## config.mk

```make
export PLATFORM = sky130hd
export DESIGN_NAME = grs_random_source
export DESIGN_NICKNAME = d
export VERILOG_FILES = /design/src/grs_pkg.sv /design/src/grs_random_source.sv
export VERILOG_INCLUDE_DIRS = /design/src
export SDC_FILE = /design/constraint.sdc
export NUM_CORES = 1
export LEC_CHECK = 0
export ABC_CLOCK_PERIOD_IN_PS = 2200
export BUFFER_PORTS_ARGS = -buffer_cell sky130_fd_sc_hd__buf_2
export CORE_AREA = 8 8 91 77
export DETAILED_ROUTE_END_ITERATION = 7
export DIE_AREA = 0 0 99 85
export MAX_ROUTING_LAYER = met4
export PLACE_DENSITY = 0.81
export SYNTH_ARGS = -nofsm -noshare
export SYNTH_HDL_FRONTEND = slang
export SYNTH_SLANG_ARGS = --single-unit
```

## constraint.sdc

```tcl
create_clock -name core_clk_i -period 2.2 [get_ports core_clk_i]
set_clock_uncertainty 0.2 [all_clocks]
set_input_delay 0 -clock core_clk_i [delete_from_list [all_inputs] [get_ports core_clk_i]]
set_output_delay 0 -clock core_clk_i [all_outputs]
set_load 0.01 [all_outputs]
```

## src/grs_defs.svh

```systemverilog
`ifndef GRS_DEFS_SVH
`define GRS_DEFS_SVH

// Register indices; byte address is four times the index
`define GRS_IDX_PIN_SNAPSHOT   32'hFFBC0100
`define GRS_IDX_HW_STATUS      32'hFFBC015F
`define GRS_IDX_DATA_STATUS    32'hFFBC0160
`define GRS_IDX_DATA_BYTE      32'hFFBC0161
`define GRS_IDX_IRQ_STATUS     32'hFFBC0170
`define GRS_IDX_IRQ_MASK       32'hFFBC0171

// Field positions
`define GRS_HW_PRESENT_BIT     6
`define GRS_HW_ENABLE_BIT      0
`define GRS_DS_VALID_BIT       0
`define GRS_IRQ_READY_BIT      0
`define GRS_PIN_COUNT          5

// Reset values
`define GRS_RST_HW_STATUS      8'h40
`define GRS_RST_DATA_STATUS    8'h00
`define GRS_RST_DATA_BYTE      8'h40
`define GRS_RST_IRQ_MASK       8'h00
`define GRS_RST_LFSR           16'hACE1

// Timing: one random bit every this many nanoseconds
`define GRS_BIT_PERIOD_NS      40
`define GRS_CLK_PERIOD_NS      10
`define GRS_BIT_DIV            (`GRS_BIT_PERIOD_NS / `GRS_CLK_PERIOD_NS)

`endif

```

## src/grs_pkg.sv

```systemverilog
package grs_pkg;

  // APB request as seen by the slave
  typedef struct packed {
    logic        psel;
    logic        penable;
    logic        pwrite;
    logic [31:0] paddr;
    logic [31:0] pwdata;
    logic [3:0]  pstrb;
  } grs_apb_req_type;

  // Generator activity
  typedef enum logic [1:0] {
    GRS_SLEEP,
    GRS_FILL,
    GRS_FULL
  } grs_gen_state_type;

  // Register select decoded from an address
  typedef enum logic [2:0] {
    GRS_SEL_PINS,
    GRS_SEL_HW,
    GRS_SEL_DSTAT,
    GRS_SEL_DATA,
    GRS_SEL_ISTAT,
    GRS_SEL_IMASK,
    GRS_SEL_NONE
  } grs_sel_type;

endpackage

```

## src/grs_random_source.sv

```systemverilog
`include "grs_defs.svh"

module grs_random_source
  import grs_pkg::*;
#(
  parameter int          BIT_DIV     = `GRS_BIT_DIV,
  parameter logic        GEN_PRESENT = 1'b1,
  parameter logic [15:0] LFSR_SEED   = `GRS_RST_LFSR
) (
  input  wire logic        core_clk_i,
  input  wire logic        rstn_i,
  input  wire logic        psel_i,
  input  wire logic        penable_i,
  input  wire logic        pwrite_i,
  input  wire logic [31:0] paddr_i,
  input  wire logic [31:0] pwdata_i,
  input  wire logic [3:0]  pstrb_i,
  output logic      [31:0] prdata_o,
  output logic             pready_o,
  output logic             pslverr_o,
  input  wire logic [4:0]  general_purpose_input_pins_i,
  input  wire logic        noise_bit_i,
  output logic             irq_o,
  output logic             low_power_o
);

  localparam int DIV_W = (BIT_DIV > 1) ? $clog2(BIT_DIV) : 1;

  // Reset images of the registers, so single bits can be picked out
  localparam logic [7:0] RST_HW_STATUS   = `GRS_RST_HW_STATUS;
  localparam logic [7:0] RST_DATA_STATUS = `GRS_RST_DATA_STATUS;
  localparam logic [7:0] RST_IRQ_MASK    = `GRS_RST_IRQ_MASK;

  grs_apb_req_type   req;
  grs_sel_type       sel;
  grs_gen_state_type state_r;
  logic              enable_r;
  logic              valid_r;
  logic [7:0]        hold_r;
  logic [7:0]        data_r;
  logic [2:0]        bit_cnt_r;
  logic [DIV_W-1:0]  div_r;
  logic              bit_tick;
  logic [15:0]       lfsr_r;
  logic              fresh_bit;
  logic              byte_done;
  logic              xfer_done;
  logic              wr_ok;
  logic              data_read;
  logic [7:0]        irq_stat_r;
  logic [7:0]        irq_mask_r;
  logic [7:0]        rd_byte;
  logic              ans_start;
  logic              hw_wr;
  logic              istat_wr;
  logic              imask_wr;
  logic [7:0]        irq_event;

  // Decode of a word address onto a register select
  function automatic grs_sel_type grs_decode(input logic [31:0] addr);
    logic [29:0] idx;
    idx = addr[31:2];
    if (idx == 30'(`GRS_IDX_PIN_SNAPSHOT)) begin
      return GRS_SEL_PINS;
    end else if (idx == 30'(`GRS_IDX_HW_STATUS)) begin
      return GRS_SEL_HW;
    end else if (idx == 30'(`GRS_IDX_DATA_STATUS)) begin
      return GRS_SEL_DSTAT;
    end else if (idx == 30'(`GRS_IDX_DATA_BYTE)) begin
      return GRS_SEL_DATA;
    end else if (idx == 30'(`GRS_IDX_IRQ_STATUS)) begin
      return GRS_SEL_ISTAT;
    end else if (idx == 30'(`GRS_IDX_IRQ_MASK)) begin
      return GRS_SEL_IMASK;
    end else begin
      return GRS_SEL_NONE;
    end
  endfunction

  // Strobe qualified by a register select; shared by every write and read side effect
  function automatic logic grs_hit(input logic        strobe,
                                   input grs_sel_type got,
                                   input grs_sel_type want);
    return strobe && (got == want);
  endfunction

  // Bundle the bus and decode it once
  assign req       = '{psel: psel_i, penable: penable_i, pwrite: pwrite_i,
                       paddr: paddr_i, pwdata: pwdata_i, pstrb: pstrb_i};
  assign sel       = grs_decode(req.paddr);
  assign xfer_done = req.psel & req.penable & pready_o;
  assign wr_ok     = xfer_done & req.pwrite & req.pstrb[0] & (sel != GRS_SEL_NONE);
  assign data_read = grs_hit(xfer_done & ~req.pwrite, sel, GRS_SEL_DATA);

  // Per-register write strobes; read-only registers have none
  assign hw_wr     = grs_hit(wr_ok, sel, GRS_SEL_HW);
  assign istat_wr  = grs_hit(wr_ok, sel, GRS_SEL_ISTAT);
  assign imask_wr  = grs_hit(wr_ok, sel, GRS_SEL_IMASK);

  // Read data mux; reserved bits are zero
  always_comb begin
    rd_byte = 8'h00;
    case (sel)
      GRS_SEL_PINS: begin
        rd_byte = {3'b000, general_purpose_input_pins_i};
      end
      GRS_SEL_HW: begin
        rd_byte = 8'h00;
        rd_byte[`GRS_HW_PRESENT_BIT] = GEN_PRESENT;
        rd_byte[`GRS_HW_ENABLE_BIT]  = enable_r;
      end
      GRS_SEL_DSTAT: begin
        rd_byte = 8'h00;
        rd_byte[`GRS_DS_VALID_BIT] = valid_r;
      end
      GRS_SEL_DATA: begin
        rd_byte = data_r;
      end
      GRS_SEL_ISTAT: begin
        rd_byte = irq_stat_r;
      end
      GRS_SEL_IMASK: begin
        rd_byte = irq_mask_r;
      end
      default: begin
        rd_byte = 8'h00;
      end
    endcase
  end

  // First access cycle of a request; the answer follows one edge later
  assign ans_start = req.psel & req.penable & ~pready_o;

  // Ready pulse: one wait state, high in the second access cycle only
  always_ff @(posedge core_clk_i) begin
    if (!rstn_i) begin
      pready_o <= 1'b0;
    end else begin
      pready_o <= ans_start;
    end
  end

  // Error answer for unmapped addresses, raised together with ready
  always_ff @(posedge core_clk_i) begin
    if (!rstn_i) begin
      pslverr_o <= 1'b0;
    end else begin
      pslverr_o <= ans_start && (sel == GRS_SEL_NONE);
    end
  end

  // Read data; held between answers, zero on writes and unmapped reads
  always_ff @(posedge core_clk_i) begin
    if (!rstn_i) begin
      prdata_o <= 32'h0000_0000;
    end else if (ans_start) begin
      prdata_o <= req.pwrite ? 32'h0000_0000 : {24'h00_0000, rd_byte};
    end
  end

  // Enable bit; a missing generator cannot be enabled
  always_ff @(posedge core_clk_i) begin
    if (!rstn_i) begin
      enable_r <= RST_HW_STATUS[`GRS_HW_ENABLE_BIT];
    end else if (hw_wr) begin
      enable_r <= req.pwdata[`GRS_HW_ENABLE_BIT] & GEN_PRESENT;
    end
  end

  // Bit-rate divider; held at zero outside the fill state
  always_ff @(posedge core_clk_i) begin
    if (!rstn_i) begin
      div_r <= '0;
    end else if (state_r != GRS_FILL) begin
      div_r <= '0;
    end else if (div_r == DIV_W'(BIT_DIV - 1)) begin
      div_r <= '0;
    end else begin
      div_r <= div_r + DIV_W'(1);
    end
  end

  assign bit_tick  = (state_r == GRS_FILL) && (div_r == DIV_W'(BIT_DIV - 1));
  assign fresh_bit = lfsr_r[0] ^ noise_bit_i;
  assign byte_done = bit_tick && (bit_cnt_r == 3'd7);

  // Whitening register stirred with the noise input, advanced only per bit
  always_ff @(posedge core_clk_i) begin
    if (!rstn_i) begin
      lfsr_r <= LFSR_SEED;
    end else if (bit_tick) begin
      lfsr_r <= {lfsr_r[0] ^ lfsr_r[2] ^ lfsr_r[3] ^ lfsr_r[5] ^ noise_bit_i, lfsr_r[15:1]};
    end
  end

  // Generator state: fill while enabled, full when a byte completes, sleep when disabled
  always_ff @(posedge core_clk_i) begin
    if (!rstn_i) begin
      state_r <= GRS_SLEEP;
    end else begin
      case (state_r)
        GRS_SLEEP: begin
          if (enable_r) begin
            state_r <= GRS_FILL;
          end
        end
        GRS_FILL: begin
          if (!enable_r) begin
            state_r <= GRS_SLEEP;
          end else if (byte_done) begin
            state_r <= GRS_FULL;
          end
        end
        GRS_FULL: begin
          if (!enable_r) begin
            state_r <= GRS_SLEEP;
          end else if (data_read) begin
            state_r <= GRS_FILL;
          end
        end
        default: begin
          state_r <= GRS_SLEEP;
        end
      endcase
    end
  end

  // Shift one random bit per tick into the holding register
  always_ff @(posedge core_clk_i) begin
    if (!rstn_i) begin
      hold_r <= 8'h00;
    end else if (bit_tick) begin
      hold_r <= {hold_r[6:0], fresh_bit};
    end
  end

  // Bit counter; kept across a disable so a partial byte resumes
  always_ff @(posedge core_clk_i) begin
    if (!rstn_i) begin
      bit_cnt_r <= 3'd0;
    end else if (bit_tick) begin
      bit_cnt_r <= bit_cnt_r + 3'd1; // wraps after the eighth bit
    end
  end

  // Data byte loads when full
  always_ff @(posedge core_clk_i) begin
    if (!rstn_i) begin
      data_r <= `GRS_RST_DATA_BYTE;
    end else if (byte_done) begin
      data_r <= {hold_r[6:0], fresh_bit};
    end
  end

  // Valid flag; completion wins over a same-cycle read
  always_ff @(posedge core_clk_i) begin
    if (!rstn_i) begin
      valid_r <= RST_DATA_STATUS[`GRS_DS_VALID_BIT];
    end else if (byte_done) begin
      valid_r <= 1'b1;
    end else if (data_read) begin
      valid_r <= 1'b0;
    end
  end

  // Events feeding the sticky status bits; only byte-ready is in use
  always_comb begin
    irq_event = 8'h00;
    irq_event[`GRS_IRQ_READY_BIT] = byte_done;
  end

  // Sticky status bits, write one to clear; a same-cycle event wins
  // so a byte finishing during the clear is never lost
  for (genvar gi = 0; gi < 8; gi++) begin : g_irq_bit
    always_ff @(posedge core_clk_i) begin
      if (!rstn_i) begin
        irq_stat_r[gi] <= 1'b0;
      end else if (irq_event[gi]) begin
        irq_stat_r[gi] <= 1'b1;
      end else if (istat_wr && req.pwdata[gi]) begin
        irq_stat_r[gi] <= 1'b0;
      end
    end
  end

  // Interrupt mask, only the used bit is writable
  always_ff @(posedge core_clk_i) begin
    if (!rstn_i) begin
      irq_mask_r <= RST_IRQ_MASK;
    end else if (imask_wr) begin
      irq_mask_r[`GRS_IRQ_READY_BIT] <= req.pwdata[`GRS_IRQ_READY_BIT];
    end
  end

  // Level interrupt, one cycle behind the status bits
  always_ff @(posedge core_clk_i) begin
    if (!rstn_i) begin
      irq_o <= 1'b0;
    end else begin
      irq_o <= |(irq_stat_r & irq_mask_r);
    end
  end

  // Low-power indication: asleep or holding a full byte
  // lets the supply logic gate the noise source between bytes
  always_ff @(posedge core_clk_i) begin
    if (!rstn_i) begin
      low_power_o <= 1'b1;
    end else begin
      low_power_o <= (state_r != GRS_FILL);
    end
  end

endmodule
```

==> Flow_metrics.wiki <==
{| class="wikitable"
! Metric !! Value
|-
| Status || finished, final reports clean
|-
| Async set or reset register ratio after synthesis || 0%
|-
| Worst-case register-to-register setup slack || 0.10 ns
|-
| Met2 GRT Util || between 20% and 30%
|-
| Clock power frac || 37.2%
|-
| Crit path required time || ~2.2 ns
|-
| Launch instance of the worst register-to-register path || pready_o
|-
| Setup WS post-layout || between 0.03 and 0.04 ns
|-
| Number of instances on the worst hold path || 4
|-
| Final Setup Violations || 0
|-
| DP HPWL || 4.004 mm
|-
| Final Net Count || roughly 450
|-
| Layer with the highest usage || met2
|-
| Total Wirelength || 6.039 mm
|-
| # port buffers || 54
|-
| Synth Cell Area || roughly 2400 sq um
|-
| Die X-Extent || 99 microns
|-
| Met3 Track Usage GR || between 4 and 5%
|-
| Worst hold endpoint || irq_stat_r[0]
|-
| Combinational fraction of design power || 7.9%
|-
| Post-route DRC || 0
|-
| Sequential group share of total power || a little over half
|-
| Grt total ovfl || 0
|-
| First drt pass iteration count || 4
|-
| Share of cells above drive strength 1 || approximately 20%
|-
| Initial cell density of the core || a little over two fifths
|-
| Wire length of the first global-routing pass || around 10 mm
|-
| Count of endpoints failing hold in the final timing report || 0
|-
| Number of instances in the synthesized netlist || 287
|-
| Power dissipated by switching net loads || between 0.3 and 0.4 mW
|-
| Critical path peak fanout || 5
|-
| Critical-path cell with the highest stage delay || dlygate4sd3_1
|-
| Area added between synthesis and finish || 25.68%
|-
| Via count of the first global-routing pass || 2101
|-
| Tcrit/Tclk final || between 90% and 100%
|-
| Number of antenna violations at the first check in global routing || 0
|-
| Latest clock arrival within the worst-skew pair || 0.31 ns
|-
| DRT iter0 DRCs || 124
|-
| Via-per-instance ratio || 5.009
|-
| Post-route design area || approximately 3000 sq um
|-
| Timing startpoint of the critical path || pwrite_i
|-
| Critical Path Source Type || input port
|-
| Worst Min Path Start || paddr_i[2]
|-
| Peak per-stage delay on the critical path || around 0.58 ns
|-
| Share of the yosys chip area belonging to registers || 44.19%
|-
| Clock H-tree levels || 2
|-
| Maximum vdd drop || between 0.3 and 0.4 mV
|-
| Max-cap violations || 0
|-
| Critical path's most frequent cell || dlygate4sd3_1
|-
| Destination of the worst register-to-register timing path || pslverr_o
|-
| Slew Viols, Final || 0
|-
| Clock tree root buffer cell || clkbuf_8
|-
| Post-route total power || 1.784 mW
|-
| Power density of the placed cells || between 500 and 600 nW/um^2
|-
| EDFF count, synth || 0
|-
| Number of distinct library cells after synthesis || 46
|-
| CTS clk-pin slew, worst paths || 0.10 ns
|-
| Worst path arrival time || between 2 and 2.5 ns
|-
| Most used flip-flop cell after synthesis || dfxtp_1
|-
| Num ports || roughly 120
|-
| R2R cell count || 4
|-
| Min cycle time layout || approximately 2.2 ns
|-
| Cell internal pwr || 1.385 mW
|-
| Leakage || roughly 1.4 nW
|-
| Number of buffers added by the clock tree synthesis step || 5
|-
| Total via count in the routed design || approximately 2200
|-
| Tot GR Track Use || ~14%
|-
| Dominant delay contributor by cell family on the critical path || buffers and inverters
|-
| Clock Sink Count || 54
|-
| Classification of the worst setup path || input port to flip-flop
|-
| Total buffers and inverters traversed by the critical path || 4
|-
| Met1 track utilization from global routing || approximately 16%
|-
| Per-instance average area after synthesis || between 8 and 9 sq um
|-
| Critical path capture point type || flip-flop
|-
| Chain of cells forming the critical path || dlygate4sd3_1 > buf_2 > nand2_1 > dlygate4sd3_1 > nor2_1 > nand4_1 > dlygate4sd3_1 > mux2i_1
|-
| Maximum root-to-sink buffer count || 2
|-
| Clock tree from TritonCTS || built
|-
| Die Y-Extent || 85 microns
|-
| Routed wire length per instance || between 10 and 15 microns
|-
| Peak clock frequency supported by timing || approximately 460 MHz
|-
| Type of the most critical hold path || input port to flip-flop
|-
| Die Footprint || ~8400 sq um
|-
| FP Rows || 25
|-
| Post-Route Utilization || 54.91%
|-
| Final antenna-violating net count || 0
|-
| Core outline area || between 5000 and 6000 sq um
|-
| Net Sw Frac || between 20 and 25%
|-
| Number of warnings printed during yosys synthesis || 0
|-
| Count of state elements after synthesis || 54
|-
| Instance area after placement || ~2700 sq um
|-
| Maximum number of pins on one net before global-route repair || 34
|-
| Number of antenna diodes || 0
|-
| DP Worst Slack || approximately 0.31 ns
|-
| Global placer's final weighted congestion || approximately 0.87
|}
[worst max-delay path by stage]
stage                     slack [ns]  cells past startpoint           to
after global placement          0.33                      5      valid_r
final                           0.04                      8     enable_r
after detailed placement        0.31                      5      valid_r
after floorplan                 0.31                      8    data_r[0]
after CTS                       0.06                      8     enable_r
after global routing          -0.002                      8  prdata_o[6]
[flip-flops by register name, indices dropped and copies added, names as in the netlist]
signal	count
irq_mask_r	1
valid_r	1
low_power_o	1
hold_r	7
data_r	8
prdata_o	8
div_r	2
lfsr_r	16
pready_o	1
irq_stat_r	1
state_r	2
irq_o	1
bit_cnt_r	3
pslverr_o	1
enable_r	1
[final cells by class]
class                           count  area (sq um)
Multi-Input combinational cell    217          1220
Clock inverter                      3         43.79
Timing Repair Buffer               85         565.5
Sequential cell                    54          1081
Fill cell                         507          2525
Tap cell                           67         83.83
Inverter                            3         11.26
Clock buffer                        5         68.82
[power groups by stage]
stage                     clock network (mW)  logic [mW]  registers [mW]
final                                  0.664       0.142           0.979
after global routing                   0.728       0.153           0.979
after CTS                              0.683       0.134           0.979
after detailed placement                   0       0.110            1.00
after global placement                     0       0.108            1.00
after floorplan                            0      0.0873            1.00
[per-layer routing]
| metal | vias to the layer above | share of wire [%] |
|---|---|---|
| met4 | 0 | 3.1 |
| met1 | 995 | 42 |
| li1 | 1095 | - |
| met3 | 20 | 6.8 |
| met5 | - | 0 |
| met2 | 64 | 48 |
[worst min-delay path, delay by kind of cell]
kind,cells,cell delay (ns)
buffers and inverters,1,0.14
and+or+nand+nor,1,0.06
AOI/OAI and AO/OA,2,0.30
[cell usage in the layout (no fill, tap or decap), types with 2 or more instances in the layout]
cell type / instances
dlygate4sd3_1: 24
ha_1: 3
or4_1: 2
o211a_1: 3
clkbuf_8: 5
nand4bb_1: 2
buf_2: 53
o21a_1: 2
nand3_1: 10
o31a_1: 2
dfxtp_1: 54
nor2_1: 7
nor3_1: 4
nand2_1: 83
buf_4: 7
inv_1: 3
nand4_1: 5
a21boi_0: 22
conb_1: 24
o21ai_0: 8
a21oi_1: 2
nand4b_1: 2
mux2i_1: 2
a22oi_1: 4
nor2b_1: 3
xnor2_1: 4
nor3b_1: 2
nand2b_1: 2
[Yosys cell counts (all sizes together) (2+ instances only)]
cell     instances  area [sq um]
a21boi          22         165.2
a21oi            2         10.01
a22oi            4         30.03
buf             27         192.7
clkbuf           9         33.78
dfxtp           54          1081
ha               3         37.54
inv              3         11.26
mux2i            2         20.02
nand2           83         311.6
nand2b           2         12.51
nand3           10         50.05
nand4            6         43.79
nand4b           2         17.52
nand4bb          2         22.52
nor2             7         26.28
nor2b            3         18.77
nor3             4         20.02
nor3b            2         15.01
nor4             3         33.78
o211a            3         30.03
o21a             2         15.01
o21ai            8         40.04
o31a             2         17.52
or4              3         26.27
xnor2            4         35.03
[timing repair]
action                     4_1_cts  5_1_grt
setup endpoints to repair        0        7
hold buffers                    24        0
buffers inserted                 0        0
hold endpoints to repair        22        0
resized for setup                0        2
[metrics by stage]
step	cells	hold slack (ns)	setup TNS (ns)
after floorplan	310	-0.03896	0
after global placement	402	0.08515	0
after detailed placement	402	0.1001	0
after CTS	434	0.009914	0
after global routing	434	0.02364	-0.002417
final	434	0.01997	0
[cells by family (layout without fill, tap and decap cells)]
| family | Yosys count | in the layout | share of synthesized area, % |
|---|---|---|---|
| flip-flops | 54 | 54 | 44.19 |
| XOR/XNOR | 5 | 5 | 1.790 |
| buffers and inverters | 39 | 96 | 9.718 |
| AND/OR/NAND/NOR | 132 | 132 | 25.99 |
| AO/OA/AOI/OAI | 50 | 50 | 14.89 |
| adder cells (fa/ha/maj) | 3 | 3 | 1.535 |
| other | 1 | 24 | 0.1533 |
| multiplexers | 3 | 3 | 1.739 |
Power figures use the tool's default switching activity.
